`src/logic/flqt_map.svh`:
```
// Purpose: offsets, field positions, reset values and table contents of the query table block
// Assumes: every query location sits at a word index; its byte address is four times that index
// Notes:   definitions only
`ifndef FLQT_MAP_SVH
`define FLQT_MAP_SVH

// query location indices (byte address = index * 4)
`define FLQT_LOC_PTR_LO     7'h15
`define FLQT_LOC_PTR_HI     7'h16
`define FLQT_LOC_ID_P       7'h39
`define FLQT_LOC_ID_R       7'h3a
`define FLQT_LOC_ID_I       7'h3b
`define FLQT_LOC_MAJOR      7'h3c
`define FLQT_LOC_MINOR      7'h3d
`define FLQT_LOC_FEAT0      7'h3e
`define FLQT_LOC_FEAT1      7'h3f
`define FLQT_LOC_FEAT2      7'h40
`define FLQT_LOC_FEAT3      7'h41
`define FLQT_LOC_SUSP       7'h42
`define FLQT_LOC_PROT_LO    7'h43
`define FLQT_LOC_PROT_HI    7'h44
`define FLQT_LOC_VDD_OPT    7'h45
`define FLQT_LOC_VPP_OPT    7'h46
`define FLQT_LOC_PR_COUNT   7'h47
`define FLQT_LOC_PR_ADDR_LO 7'h48
`define FLQT_LOC_PR_ADDR_HI 7'h49
`define FLQT_LOC_PR_FACT    7'h4a
`define FLQT_LOC_PR_USER    7'h4b

// table contents
`define FLQT_VAL_PTR_LO     16'h0039
`define FLQT_VAL_ID_P       16'h0050
`define FLQT_VAL_ID_R       16'h0052
`define FLQT_VAL_ID_I       16'h0049
`define FLQT_VAL_MAJOR      16'h0031
`define FLQT_VAL_MINOR      16'h0030
`define FLQT_VAL_FEAT0      16'h00e6
`define FLQT_VAL_FEAT1      16'h0003
`define FLQT_VAL_SUSP       16'h0001
`define FLQT_VAL_PROT_LO    16'h0003
`define FLQT_VAL_VDD_OPT    16'h0018
`define FLQT_VAL_VPP_OPT    16'h00c0
`define FLQT_VAL_PR_COUNT   16'h0001
`define FLQT_VAL_PR_ADDR_LO 16'h0080
`define FLQT_VAL_PR_FACT    16'h0003
`define FLQT_VAL_PR_USER    16'h0004
`define FLQT_VAL_ZERO       16'h0000

// block's own registers (byte addresses)
`define FLQT_ADDR_CTRL      12'h300
`define FLQT_ADDR_STAT      12'h304
`define FLQT_QUERY_TOP      12'h1fc
`define FLQT_CTRL_QEN_BIT   0
`define FLQT_CTRL_RESET     1'b0
`define FLQT_STAT_QEN_BIT   16
`endif

```
`src/logic/flqt_pkg.sv`:
```
// Purpose: types shared by the query table block
// Assumes: 12-bit apb byte address
// Notes:   constants live in flqt_map.svh
package flqt_pkg;
    typedef logic [11:0] flqt_addr_t;   // apb byte address
    typedef logic [15:0] flqt_word_t;   // one query word

    // one apb request as seen by the slave
    typedef struct packed {
        logic       sel;
        logic       en;
        logic       wr;
        flqt_addr_t addr;
        logic [31:0] wdata;
        logic [3:0] strb;
    } flqt_apb_req_s;

    // transfer phase, gray along idle -> answer
    typedef enum logic [1:0] {
        FLQT_IDLE   = 2'b00,
        FLQT_ANSWER = 2'b01
    } flqt_phase_e;
endpackage

```
`src/logic/flqt_rom.sv`:
```
// Purpose: fixed query word lookup by location index
// Assumes: location index is 7 bits
// Notes:   purely combinational; undefined locations give zero and no hit
`timescale 1ns/1ps
`include "flqt_map.svh"
module flqt_rom
(
    input  wire logic [6:0]         loc,   // query location index
    output flqt_pkg::flqt_word_t    word,  // word at that location
    output logic                    hit    // location belongs to the table
);
    // table contents, upper byte always zero
    always_comb
    begin
        hit  = 1'b1;
        word = `FLQT_VAL_ZERO;
        case (loc)
            `FLQT_LOC_PTR_LO:     word = `FLQT_VAL_PTR_LO;
            `FLQT_LOC_PTR_HI:     word = `FLQT_VAL_ZERO;
            `FLQT_LOC_ID_P:       word = `FLQT_VAL_ID_P;
            `FLQT_LOC_ID_R:       word = `FLQT_VAL_ID_R;
            `FLQT_LOC_ID_I:       word = `FLQT_VAL_ID_I;
            `FLQT_LOC_MAJOR:      word = `FLQT_VAL_MAJOR;
            `FLQT_LOC_MINOR:      word = `FLQT_VAL_MINOR;
            `FLQT_LOC_FEAT0:      word = `FLQT_VAL_FEAT0;
            `FLQT_LOC_FEAT1:      word = `FLQT_VAL_FEAT1;
            `FLQT_LOC_FEAT2:      word = `FLQT_VAL_ZERO;
            `FLQT_LOC_FEAT3:      word = `FLQT_VAL_ZERO;
            `FLQT_LOC_SUSP:       word = `FLQT_VAL_SUSP;
            `FLQT_LOC_PROT_LO:    word = `FLQT_VAL_PROT_LO;
            `FLQT_LOC_PROT_HI:    word = `FLQT_VAL_ZERO;
            `FLQT_LOC_VDD_OPT:    word = `FLQT_VAL_VDD_OPT;
            `FLQT_LOC_VPP_OPT:    word = `FLQT_VAL_VPP_OPT;
            `FLQT_LOC_PR_COUNT:   word = `FLQT_VAL_PR_COUNT;
            `FLQT_LOC_PR_ADDR_LO: word = `FLQT_VAL_PR_ADDR_LO;
            `FLQT_LOC_PR_ADDR_HI: word = `FLQT_VAL_ZERO;
            `FLQT_LOC_PR_FACT:    word = `FLQT_VAL_PR_FACT;
            `FLQT_LOC_PR_USER:    word = `FLQT_VAL_PR_USER;
            default:              hit  = 1'b0;
        endcase
    end
endmodule

```
`src/logic/flqt_top.sv`:
```
// Purpose: apb slave that serves the extended query table of a flash device
// Assumes: single clock pclk, asynchronous active-low presetn, apb4 master
// Notes:   zero wait states; data and response come from flip-flops
`timescale 1ns/1ps
`include "flqt_map.svh"

// Behaviour
// location 3Ch reads major version 0031h
// location 3Dh reads minor version 0030h
// feature field 3Eh=00E6h, 3Fh=0003h, low first
// feature flags one when present, bit order fixed
// feature bits 10 to 31 read zero
// location 42h reads 0001h, program after suspend
// 43h reads 0003h, 44h reads 0000h
// location 45h reads 0018h, logic supply 1.8V
// location 46h reads 00C0h, program supply 12V
// location 47h reads 0001h protection field count
// protection address low then high forms 0080h
// factory exponent 0003h, user exponent 0004h
// pointer at 15h gives table base 39h
// table starts 39h with ascii P R I
// each word carries byte low, upper zero
module flqt_top
#(
    parameter int CNT_W = 16                   // width of the table read counter
)
(
    input  wire logic        pclk,             // bus clock, 25 MHz
    input  wire logic        presetn,          // asynchronous reset, active low
    input  wire logic        psel,             // slave select
    input  wire logic        penable,          // access phase
    input  wire logic        pwrite,           // write when high
    input  wire logic [11:0] paddr,            // byte address
    input  wire logic [31:0] pwdata,           // write data
    input  wire logic [3:0]  pstrb,            // write byte strobes
    output logic      [31:0] prdata,           // read data, registered
    output logic             pready,           // transfer completes, registered
    output logic             pslverr,          // error response, registered
    output logic             query_mode        // query mode is active, registered
);

    flqt_pkg::flqt_apb_req_s req;               // bundled request
    flqt_pkg::flqt_phase_e   phase;             // transfer phase
    flqt_pkg::flqt_phase_e   next_phase;        // next transfer phase
    flqt_pkg::flqt_word_t    rom_word;          // looked-up query word
    logic                    rom_hit;           // location belongs to the table
    logic                    setup;             // setup cycle of any transfer
    logic                    in_query;          // address falls in query window
    logic                    is_ctrl;           // address hits control register
    logic                    is_stat;           // address hits status register
    logic                    bad;               // this transfer answers with error
    logic [31:0]             next_rdata;        // read data for this transfer
    logic [CNT_W-1:0]        read_count;        // successful table reads

    // collect the bus into one request
    assign req = '{sel: psel, en: penable, wr: pwrite, addr: paddr, wdata: pwdata, strb: pstrb};

    // setup cycle: psel high, penable low
    assign setup = req.sel && !req.en;

    // address decode
    assign in_query = (req.addr <= `FLQT_QUERY_TOP) && (req.addr[1:0] == 2'b00);
    assign is_ctrl  = (req.addr == `FLQT_ADDR_CTRL);
    assign is_stat  = (req.addr == `FLQT_ADDR_STAT);

    // table lookup on the word index of the address
    flqt_rom u_rom
    (
        .loc  (req.addr[8:2]),
        .word (rom_word),
        .hit  (rom_hit)
    );

    // error: table written, table read outside query mode, status written, unmapped
    always_comb
    begin
        bad = 1'b0;
        if (in_query)
        begin
            // table is read only and visible only in query mode
            bad = req.wr || !query_mode;
        end
        else if (is_stat)
        begin
            // status is read only
            bad = req.wr;
        end
        else if (!is_ctrl)
        begin
            // nothing lives here
            bad = 1'b1;
        end
    end

    // read data mux, zero on any error or write
    always_comb
    begin
        next_rdata = 32'h0000_0000;
        if (!req.wr && !bad)
        begin
            if (in_query)
            begin
                // undefined query locations read zero
                next_rdata = rom_hit ? {16'h0000, rom_word} : 32'h0000_0000;
            end
            else if (is_ctrl)
            begin
                // control register: query enable in bit 0
                next_rdata[`FLQT_CTRL_QEN_BIT] = query_mode;
            end
            else
            begin
                // status: read counter and mode mirror
                next_rdata[CNT_W-1:0] = read_count;
                next_rdata[`FLQT_STAT_QEN_BIT] = query_mode;
            end
        end
    end

    // phase sequencing: answer in the cycle after setup
    always_comb
    begin
        next_phase = flqt_pkg::FLQT_IDLE;
        case (phase)
            flqt_pkg::FLQT_IDLE:
            begin
                // a setup cycle moves to answer
                if (setup)
                begin
                    next_phase = flqt_pkg::FLQT_ANSWER;
                end
            end
            flqt_pkg::FLQT_ANSWER:
            begin
                // access phase completes, back to idle
                next_phase = flqt_pkg::FLQT_IDLE;
            end
            default:
            begin
                // illegal code recovers to idle
                next_phase = flqt_pkg::FLQT_IDLE;
            end
        endcase
    end

    // phase register
    always_ff @(posedge pclk or negedge presetn)
    begin
        if (!presetn)
        begin
            phase <= flqt_pkg::FLQT_IDLE;
        end
        else
        begin
            phase <= next_phase;
        end
    end

    // ready and response, raised for the one access cycle
    always_ff @(posedge pclk or negedge presetn)
    begin
        if (!presetn)
        begin
            pready  <= 1'b0;
            pslverr <= 1'b0;
        end
        else if (phase == flqt_pkg::FLQT_IDLE && setup)
        begin
            // answer is ready at the first access cycle
            pready  <= 1'b1;
            pslverr <= bad;
        end
        else
        begin
            // drop after the completing edge
            pready  <= 1'b0;
            pslverr <= 1'b0;
        end
    end

    // read data, captured in the setup cycle and held through access
    always_ff @(posedge pclk or negedge presetn)
    begin
        if (!presetn)
        begin
            prdata <= 32'h0000_0000;
        end
        else if (phase == flqt_pkg::FLQT_IDLE && setup)
        begin
            prdata <= next_rdata;
        end
    end

    // control register: query mode enable, written at the completing edge
    always_ff @(posedge pclk or negedge presetn)
    begin
        if (!presetn)
        begin
            query_mode <= `FLQT_CTRL_RESET;
        end
        else if (req.sel && req.en && pready && req.wr && is_ctrl && req.strb[0])
        begin
            query_mode <= req.wdata[`FLQT_CTRL_QEN_BIT];
        end
    end

    // count table reads that complete without error
    always_ff @(posedge pclk or negedge presetn)
    begin
        if (!presetn)
        begin
            read_count <= '0;
        end
        else if (req.sel && req.en && pready && !pslverr && !req.wr && in_query)
        begin
            read_count <= read_count + 1'b1;
        end
    end

    // byte address of a query location
    function automatic flqt_pkg::flqt_addr_t loc_addr(input logic [6:0] l);
        loc_addr = {3'h0, l, 2'b00};
    endfunction
endmodule

```
`config.mk`:
```
export PLATFORM = sky130hd
export DESIGN_NAME = flqt_top
export DESIGN_NICKNAME = d
export VERILOG_FILES = /design/src/logic/flqt_pkg.sv /design/src/logic/flqt_rom.sv /design/src/logic/flqt_top.sv
export VERILOG_INCLUDE_DIRS = /design/src /design/src/logic
export SDC_FILE = /design/constraint.sdc
export NUM_CORES = 1
export LEC_CHECK = 0
export ABC_AREA = 0
export BUFFER_PORTS_ARGS = -buffer_cell sky130_fd_sc_hd__buf_2
export CAP_MARGIN = 40
export CELL_PAD_IN_SITES_DETAIL_PLACEMENT = 0
export CELL_PAD_IN_SITES_GLOBAL_PLACEMENT = 1
export CORE_ASPECT_RATIO = 0.6
export CORE_UTILIZATION = 38
export CTS_BUF_LIST = sky130_fd_sc_hd__clkbuf_4
export DETAILED_ROUTE_END_ITERATION = 7
export PLACE_DENSITY = 0.87
export SLEW_MARGIN = 20
export SYNTH_ARGS = -nofsm -noshare
export SYNTH_HDL_FRONTEND = slang
export SYNTH_HIERARCHICAL = 1
export SYNTH_SLANG_ARGS = --single-unit
```
`constraint.sdc`:
```
create_clock -name pclk -period 2.3 [get_ports pclk]
set_clock_uncertainty 0.05 [all_clocks]
set_input_delay 0.46 -clock pclk [delete_from_list [all_inputs] [get_ports pclk]]
set_output_delay 0.46 -clock pclk [all_outputs]
set_load 0.01 [all_outputs]
```
==> results of run 1 <==
-- worst register-to-register path, cell delays in order, from the launching register on --
cell,delay (ps)
dfrtp_1,410
nor2_1,90
nand2_1,70
inv_1,70
nand3b_1,110
a211oi_2,550
buf_6,220
a221o_1,160
-- stage by stage --
stage	TNS [ps]	hold WS (ps)	power, W	utilization, %
finish	0	279.7	0.001120	46.43
global route	0	269.9	0.001183	46.43
global placement	-1147	413.1	0.0007837	44.72
CTS	0	158.6	0.001133	45.91
detailed placement	-218.1	421.4	0.0007874	44.92
floorplan	0	114.4	0.0007518	-
-- what timing repair did --
item,4_1_cts,5_1_grt
endpoints found under the setup margin,0,0
endpoints found under the hold margin,0,3
hold buffers,0,1
-- kinds of logic (layout without fill, tap and decap cells) --
group                    count (synthesis)  in the layout  share of synthesized area, %
AND/OR/NAND/NOR                         88             88                         25.85
flip-flops                              36             36                         39.34
buffers and inverters                   37             70                         10.82
other                                    2             23                        0.3280
AO/OA/AOI/OAI                           41             41                         15.25
multiplexers                             2              2                        0.9835
XOR/XNOR                                18             18                         6.885
adder cells (fa/ha/maj)                  1              1                        0.5464
-- layout by cell type (no fill, tap or decap), types with 6 or more instances in the layout --
cell / n
nand3_1: 8
dfrtp_1: 36
xnor2_1: 14
buf_4: 16
conb_1: 23
nor2b_1: 17
nand2_1: 15
buf_2: 38
a21oi_1: 8
a221o_1: 15
nor2_1: 6
clkbuf_4: 6
-- cell type report --
cell class                 instances  area share [%]
inverter                           5          0.7089
multi-input combinational        173           46.08
sequential                        36           34.03
clock inverter                     2          0.4253
clock buffer                       6           1.701
timing repair buffer              57           13.28
tap                               80           3.781
-- layer usage --
| layer | share of wire [%] | GRT usage [%] | vias to the layer above |
|---|---|---|---|
| li1 | - | - | 881 |
| met1 | 53 | 26.57 | 860 |
| met3 | 5.1 | 4.279 | 7 |
| met4 | 1.2 | 4.821 | 0 |
| met5 | 0 | 0 | - |
| met2 | 41 | 24.75 | 43 |
-- where the power goes --
group          switching, W  internal (W)
Clock              0.000210      0.000128
Sequential       0.00000216      0.000635
Combinational     0.0000935     0.0000508
Total              0.000306      0.000814
-- sequential cells by signal (all words and copies together), names as in the netlist --
register,count
pslverr,1
phase,1
prdata,17
query_mode,1
read_count,16
-- final timing paths --
| check | start | endpoint | slack, ps | depth (start not counted) |
|---|---|---|---|---|
| hold reg to reg | read_count[15] | read_count[15] | 440 | 1 |
| setup / recovery | paddr[3] | prdata[5] | 320 | 6 |
| max in group asynchronous | presetn | prdata[1] | 1430 | 3 |
| hold / removal | pwdata[0] | query_mode | 280 | 2 |
| min in group asynchronous | presetn | prdata[13] | 400 | 2 |
| setup reg to reg | phase[0] | prdata[5] | 500 | 7 |
==> impl_metrics.yaml, run 1 <==
sta:
  drv_slew: 0
  setup_viol: 0
  worst_slew_pin_slew_ps: 599.9
  fmax_ghz: 0.5059
  setup_ws_ps: 323.3
  layout_min_cycle_time_ps: 1977
  grt_setup_unrepaired: "false"
  maxSlewHeadroom_pct: 59.93
  post-route-period-util_pct: 85.94
  finalHoldViolCount: 0
setup_path:
  crit_buf_inv: 2
  slowest_stage: "or4_4"
  arrival_ps: 2160
  critPathMaxStageDelay_ps: 560
  start_kind: "input pin"
  worst_setup_path_end_kind: "flop"
  crit_type: "input pin to flop"
  cp_top_family: "compound AO/OA/AOI/OAI gates"
  worstPathCellList: "buf_2, or4_4, o41ai_4, a211oi_2, buf_6, a221o_1"
  crit_fanout: 9
  required_ps: 2480
clock_tree:
  cts_made_buffers: 5
  htree_levels: 2
  cts-root-buf: "clkbuf_4"
  cts.sinks: 36
  cts_resized: 0
  clk_latency_ps: 340
  clockBufferDepth: 2
  cts_setup_buffers: 0
  path_clk_slew_ps: 110
  tritoncts: "done"
power:
  powerDensity_nw_per_um2: 423.0
  leakage_nw: 1.274
  peakVddDrop_v: 0.0002701
routing:
  vias_per_cell: 4.989
  finalWirelength_microns: 5025
  avgRoutedWirePerCell_microns: 14.00
  dr.pass1.iters: 4
  vias: 1791
  first_iter_violations: 77
  drcViolationCount: 0
  ant_nets: 0
yosys:
  yosysMostFrequentCell: "dfrtp_1"
  synth_edf_count: 0
  yosys-top-cells-count: "36 x dfrtp_1, 25 x buf_4, 17 x nor2b_1, 15 x a221o_1, 15 x nand2_1"
  seq_area_frac_synth_pct: 39.34
  yosys_warnings: 6
  synth_top_cell_by_area: "dfrtp_1"
  syn_area_per_cell_sq_um: 10.18
  synth-seq-cells: 36
  yosys_most_used_dff: "dfrtp_1"
  synthTopCellsByArea: "dfrtp_1 39%, buf_4 8.2%, a221o_1 6.6%"
  yosys.area.top_type_share_pct: 39.34
  netlist_area_sq_um: 2290
  ys_types: 53
  synth_cells: 225
  async_reset_ff_share_pct: 100.0
global_route:
  antenna_found_initial: 0
  grt_max_degree: 37
  overflow: 0
  grt_usage_pct: 17.61
  grt_pass1_wl_microns: 8673
  grt_pass1_vias: 1751
placed_design:
  hpwl_microns: 3730
  dpl_cell_area_sq_um: 2561
  place_inst: 349
  dp_worst_setup_slack_ps: -37.16
  numPortBuffers: 38
  place_congestion: 0.7654
floorplanning:
  dieArea_sq_um: 6350
  io_pins: 88
  row_count: 21
  coreArea_sq_um: 5702
  initial_core_util_pct: 40.16
  die_y_microns: 62.13
  fp.dieW_microns: 102.2
finish:
  nFillCells: 568
  final_nets: 332
  multi_input_area_sq_um: 1220
  seqCellArea_sq_um: 900.9
  layout.cells.non_filler: 359
  drive_gt1_share_pct: 26.88
  num_antenna_cells: 0
  final_area_sq_um: 2648
  syn2layout_area_growth_pct: 15.63
worst_hold_path:
  hp-class: "input pin to flop"
outcome:
  status: "completed"
run:
  drv_cap: 0
Note: power is estimated with default switching activity, not from simulation.
==> inputs of run 2 (changes only) <==
Settings changed: GPL_TIMING_DRIVEN from default to 0.
==> run 2 against run 1 <==
Combinational power is 17% higher. Core utilization is 1.8 points higher. Critical path depth is 3 higher. Clock power hardly changed. Register-to-register slack worse by 300 ps. Via count is 4.9% higher. Final area is 3.8% higher. Global-route usage stayed put. Die area stayed put. Maximum frequency is 7.1% lower. Total power is 2.1% higher. Highest routed layer unchanged.
==> impl_metrics.yaml, run 2 (synthesized netlist as in run 1, its figures left out) <==
routing:
  drcViolationCount: 0
  vias_per_cell: 5.048
  avgRoutedWirePerCell_microns: 13.67
  finalWirelength_microns: 5087
  first_iter_violations: 102
  dr.pass1.iters: 4
  ant_nets: 0
  vias: 1878
global_route:
  antenna_found_initial: 0
  grt_pass1_vias: 1744
  grt_usage_pct: 17.61
  overflow: 0
  grt_pass1_wl_microns: 8604
  grt_max_degree: 37
setup_path:
  r2r_slack_ps: 200
  crit_fanout: 10
  worst_setup_path_end_kind: "flop"
  cp_top_family: "simple AND/OR/NAND/NOR gates"
  crit_buf_inv: 3
  crit_type: "input pin to flop"
  required_ps: 2540
  timing.rr.start: "phase[0]"
  critPathMaxStageDelay_ps: 430
  r2r_end: "prdata[13]"
  start_kind: "input pin"
  arrival_ps: 2370
  slowest_stage: "or3b_4"
  r2r_cells: 7
  worstPathCellList: "buf_2, buf_6, or3b_4, o21ai_0, o2bb2ai_1, nand2b_1, nor4_4, buf_4, a221o_1"
finish:
  drive_gt1_share_pct: 29.79
  fin_util_pct: 48.21
  layout.cells.non_filler: 372
  syn2layout_area_growth_pct: 20.05
  final_nets: 345
  largest_reg_flops: 17
  final_common_cell: "buf_2"
  num_antenna_cells: 0
  final_cell_mix: "38 x buf_2, 36 x dfrtp_1, 26 x buf_4"
  reg_top3: "prdata x17, read_count x16"
  regMostFlops: "prdata"
  final_area_sq_um: 2749
clock_tree:
  clockBufferDepth: 2
  clk_latency_ps: 350
  cts-root-buf: "clkbuf_4"
  tritoncts: "done"
  cts_made_buffers: 5
  cts.sinks: 36
  htree_levels: 2
  path_clk_slew_ps: 110
power:
  p_sw_share_pct: 28.16
  p_sw_w: 0.0003221
  peakVddDrop_v: 0.0002352
  combPwrFrac_pct: 14.7
  p_clk_share_pct: 29.6
  p_int_w: 0.0008217
  power.share.sequential_pct: 55.7
  powerDensity_nw_per_um2: 416.1
  leakage_nw: 1.352
sta:
  setup_viol: 0
  maxSlewHeadroom_pct: 54.00
  grt_setup_unrepaired: "false"
  fin_setup_tns_ps: 0
  layout_min_cycle_time_ps: 2128
  setup_ws_ps: 172.5
  worst_slew_pin_slew_ps: 680.5
  post-route-period-util_pct: 92.50
  drv_slew: 0
  finalHoldViolCount: 0
  fmax_ghz: 0.4700
floorplanning:
  die_y_microns: 62.13
  io_pins: 88
  row_count: 21
  dieArea_sq_um: 6350
  fp.dieW_microns: 102.2
  initial_core_util_pct: 40.16
  coreArea_sq_um: 5702
worst_hold_path:
  hold_path_depth: 2
  holdCritStartpoint: "pwdata[0]"
  hp-class: "input pin to flop"
  holdPathEnd: "query_mode"
placed_design:
  hpwl_microns: 3929
  place_congestion: 0.8401
  dpl_cell_area_sq_um: 2659
  numPortBuffers: 38
  dp_worst_setup_slack_ps: -405.8
  place_inst: 364
run:
  drv_cap: 0
outcome:
  status: "completed"
run 2: changes by cell type in the layout (fill, tap and decap cells not counted), sizes merged:
cell,previous run,this run
clkbuf,6,7
clkinvlp,1,0
buf,56,67
clkinv,1,3
run 2: area by class of cell:
type / instances / area [sq um]
multi-input combinational: 173 / 1227
sequential: 36 / 900.9
timing repair buffer: 41 / 227.7
fill: 556 / 2953
clock buffer: 5 / 37.54
buffer: 29 / 217.7
tap: 80 / 100.1
clock inverter: 3 / 18.77
inverter: 5 / 18.77
run 2: power groups by stage:
stage | Sequential (W) | Combinational, W | Clock, W
after floorplan | 0.000650 | 0.000101 | 0
after global placement | 0.000650 | 0.000160 | 0
after detailed placement | 0.000649 | 0.000162 | 0
after CTS | 0.000637 | 0.000161 | 0.000355
after global routing | 0.000638 | 0.000185 | 0.000378
final | 0.000637 | 0.000168 | 0.000339
run 2: timing repair:
action | CTS | global route
gates resized for setup | 0 | 1
pin swaps | 0 | 1
hold buffers | 0 | 1
hold endpoints to repair | 0 | 2
buffers inserted | 0 | 1
endpoints found under the setup margin | 2 | 10
run 2: how the worst max path moves through the flow:
stage | start | to | slack, ps | cells past startpoint
after detailed placement | paddr[5] | prdata[7] | -410 | 9
after floorplan | paddr[3] | prdata[6] | 230 | 5
after CTS | phase[0] | prdata[12] | 100 | 7
after global routing | phase[0] | prdata[11] | 1 | 7
final | paddr[7] | prdata[6] | 170 | 9
after global placement | paddr[5] | prdata[6] | -400 | 9
run 2: layer usage:
metal,vias up,track usage (%),wire [microns]
met5,-,0,0
met4,0,4.821,55
met3,8,4.279,275
met2,49,23.99,2079
met1,906,27.21,2676
li1,915,-,-
run 2: through the flow:
| step | hold WS (ps) | total power, W |
|---|---|---|
| floorplan | 114.4 | 0.0007518 |
| global placement | 416.5 | 0.0008093 |
| detailed placement | 424.3 | 0.0008119 |
| CTS | 158.6 | 0.001153 |
| global route | 283.1 | 0.001201 |
| finish | 285.7 | 0.001144 |
run 2: worst reg2reg max path: cells and delay by family, from the launching register on:
kind | cells | cell delay (ps)
AOI/OAI and AO/OA | 2 | 600
buffers and inverters | 2 | 480
DFF | 1 | 410
and+or+nand+nor | 3 | 510
==> inputs of run 3 (changes only) <==
Settings changed: BUFFER_PORTS_ARGS -buffer_cell sky130_fd_sc_hd__buf_2 to -buffer_cell sky130_fd_sc_hd__buf_4.
Clock period 2.3 ns to 2.2 ns, I/O delays scaled along.
==> run 3 against run 2 <==
Sequential share of layout area decreased by 1.1 points. Total power increased by 16%. Die area unchanged. First-iteration DRC count increased by 2.9%. Clock power increased by 41%. Combinational power increased by 8%. Final area increased by 3.6%. Flip-flop and latch count unchanged. Sequential power increased by 4.7%. Largest cell class unchanged.
==> impl_metrics.yaml, run 3 (synthesized netlist as in run 1, its figures left out) <==
finish:
  fin_util_pct: 49.95
  num_antenna_cells: 0
  largest_reg_flops: 17
  final_area_sq_um: 2848
  drive_gt1_share_pct: 29.55
  regMostFlops: "prdata"
  syn2layout_area_growth_pct: 24.37
  final_common_cell: "buf_4"
  reg_top3: "prdata x17, read_count x16"
  final_cell_mix: "64 x buf_4, 36 x dfrtp_1, 23 x conb_1"
  final_nets: 344
placed_design:
  dpl_cell_area_sq_um: 2754
  numPortBuffers: 38
  hpwl_microns: 3920
  place_congestion: 0.8147
setup_path:
  timing.rr.start: "phase[0]"
  crit_type: "flop to flop"
  worstPathCellList: "nor2_1, nand2_1, inv_1, nand3b_1, a211oi_4, buf_6, a221o_1"
  slowest_stage: "dfrtp_1"
  arrival_ps: 2310
  r2r_cells: 7
  r2r_slack_ps: 130
  cp_top_family: "compound AO/OA/AOI/OAI gates"
  crit_buf_inv: 2
  critPathMaxStageDelay_ps: 420
  crit_fanout: 10
  worst_setup_path_end_kind: "flop"
  required_ps: 2440
  r2r_end: "prdata[13]"
  startpoint: "phase[0]"
  start_kind: "flop"
floorplanning:
  die_y_microns: 62.13
  initial_core_util_pct: 40.16
  fp.dieW_microns: 102.2
  io_pins: 88
  row_count: 21
  dieArea_sq_um: 6350
  coreArea_sq_um: 5702
power:
  leakage_nw: 1.362
  p_sw_w: 0.0003468
  combPwrFrac_pct: 13.7
  p_int_w: 0.0009803
  powerDensity_nw_per_um2: 466.0
  p_clk_share_pct: 36.1
  p_sw_share_pct: 26.13
  peakVddDrop_v: 0.0002280
  power.share.sequential_pct: 50.2
sta:
  maxSlewHeadroom_pct: 59.37
  setup_viol: 0
  fmax_ghz: 0.4841
  drv_slew: 0
  worst_slew_pin_slew_ps: 604.7
  layout_min_cycle_time_ps: 2066
  post-route-period-util_pct: 93.90
  finalHoldViolCount: 0
global_route:
  grt_max_degree: 37
  grt_pass1_wl_microns: 8611
  grt_usage_pct: 17.57
  grt_pass1_vias: 1687
  overflow: 0
  antenna_found_initial: 0
clock_tree:
  clockBufferDepth: 2
  tritoncts: "done"
  cts_made_buffers: 5
  cts-root-buf: "clkbuf_4"
  cts.sinks: 36
  htree_levels: 2
  clk_latency_ps: 350
  path_clk_slew_ps: 110
routing:
  wl_met1_microns: 2848
  vias: 1865
  dr.pass1.iters: 5
  met3_length_microns: 310
  routed.top_layer: "met4"
  first_iter_violations: 105
  met2_length_microns: 2028
  ant_nets: 0
  finalWirelength_microns: 5205
  drcViolationCount: 0
  vias_per_cell: 5.027
  avgRoutedWirePerCell_microns: 14.03
worst_hold_path:
  hold_path_depth: 2
  holdCritStartpoint: "pwdata[0]"
  holdPathEnd: "query_mode"
  hp-class: "input pin to flop"
outcome:
  status: "completed"
run:
  drv_cap: 0
==> run 3: changes by cell type in the layout (fill, tap and decap cells not counted) <==
cell / before / now
buf_2: 38 / 0
bufinv_16: 0 / 1
buf_12: 1 / 0
clkinvlp_4: 0 / 1
buf_4: 26 / 64
clkinv_4: 1 / 0
clkinv_2: 2 / 1
==> run 3: timing repair <==
action	in CTS	in global routing
hold buffers	1	0
gates resized for setup	0	1
setup endpoints to repair	2	10
setup buffers	0	1
pin swaps	0	2
hold endpoints to repair	36	0
==> run 3: cell type report <==
cell class / instances / area (sq um)
fillers: 538 / 2854
multi-input cells: 173 / 1227
flip-flops and latches: 36 / 900.9
repair buffers: 40 / 302.8
plain buffers: 29 / 217.7
well taps: 80 / 100.1
clock inverters: 3 / 42.54
clock buffers: 5 / 37.54
inverters: 5 / 18.77
==> run 3: how the worst max path moves through the flow <==
stage | to | slack (ps) | cells past startpoint
6_report | prdata[13] | 130 | 7
4_1_cts | prdata[6] | 10 | 9
5_1_grt | prdata[13] | -4 | 7
3_5_place_dp | prdata[6] | -450 | 9
2_1_floorplan | prdata[6] | 150 | 5
3_3_place_gp | prdata[6] | -440 | 9
==> run 3: metrics by stage <==
step	total power, W	worst slack (ps)	setup TNS (ps)	hold slack (ps)	instances
final	0.001327	134.2	0	250.4	371
after global routing	0.001398	-4.048	-4.048	243.3	371
after CTS	0.001337	11.41	0	244.6	372
after detailed placement	0.0008582	-454.4	-3617	375.3	364
after global placement	0.0008566	-442.0	-3844	370.3	364
after floorplan	0.0007859	153.1	0	94.41	246
==> run 3: per-layer routing <==
layer,vias up,track usage [%]
met4,0,4.821
met1,896,29.51
met3,2,4.054
li1,908,-
met2,59,21.31
met5,-,0
==> run 3: power by group through the flow <==
stage	logic (W)	clock network, W	registers [W]
4_1_cts	0.000181	0.000489	0.000667
2_1_floorplan	0.000106	0	0.000680
3_3_place_gp	0.000177	0	0.000679
3_5_place_dp	0.000179	0	0.000679
5_1_grt	0.000199	0.000532	0.000667
6_report	0.000182	0.000479	0.000667
==> run 3: worst register-to-register path: stages (launching register included) <==
cell      delay (ps)
dfrtp_1          420
nor2_1            90
nand2_1          140
inv_1            270
nand3b_1         270
a211oi_4         410
buf_6            210
a221o_1          160
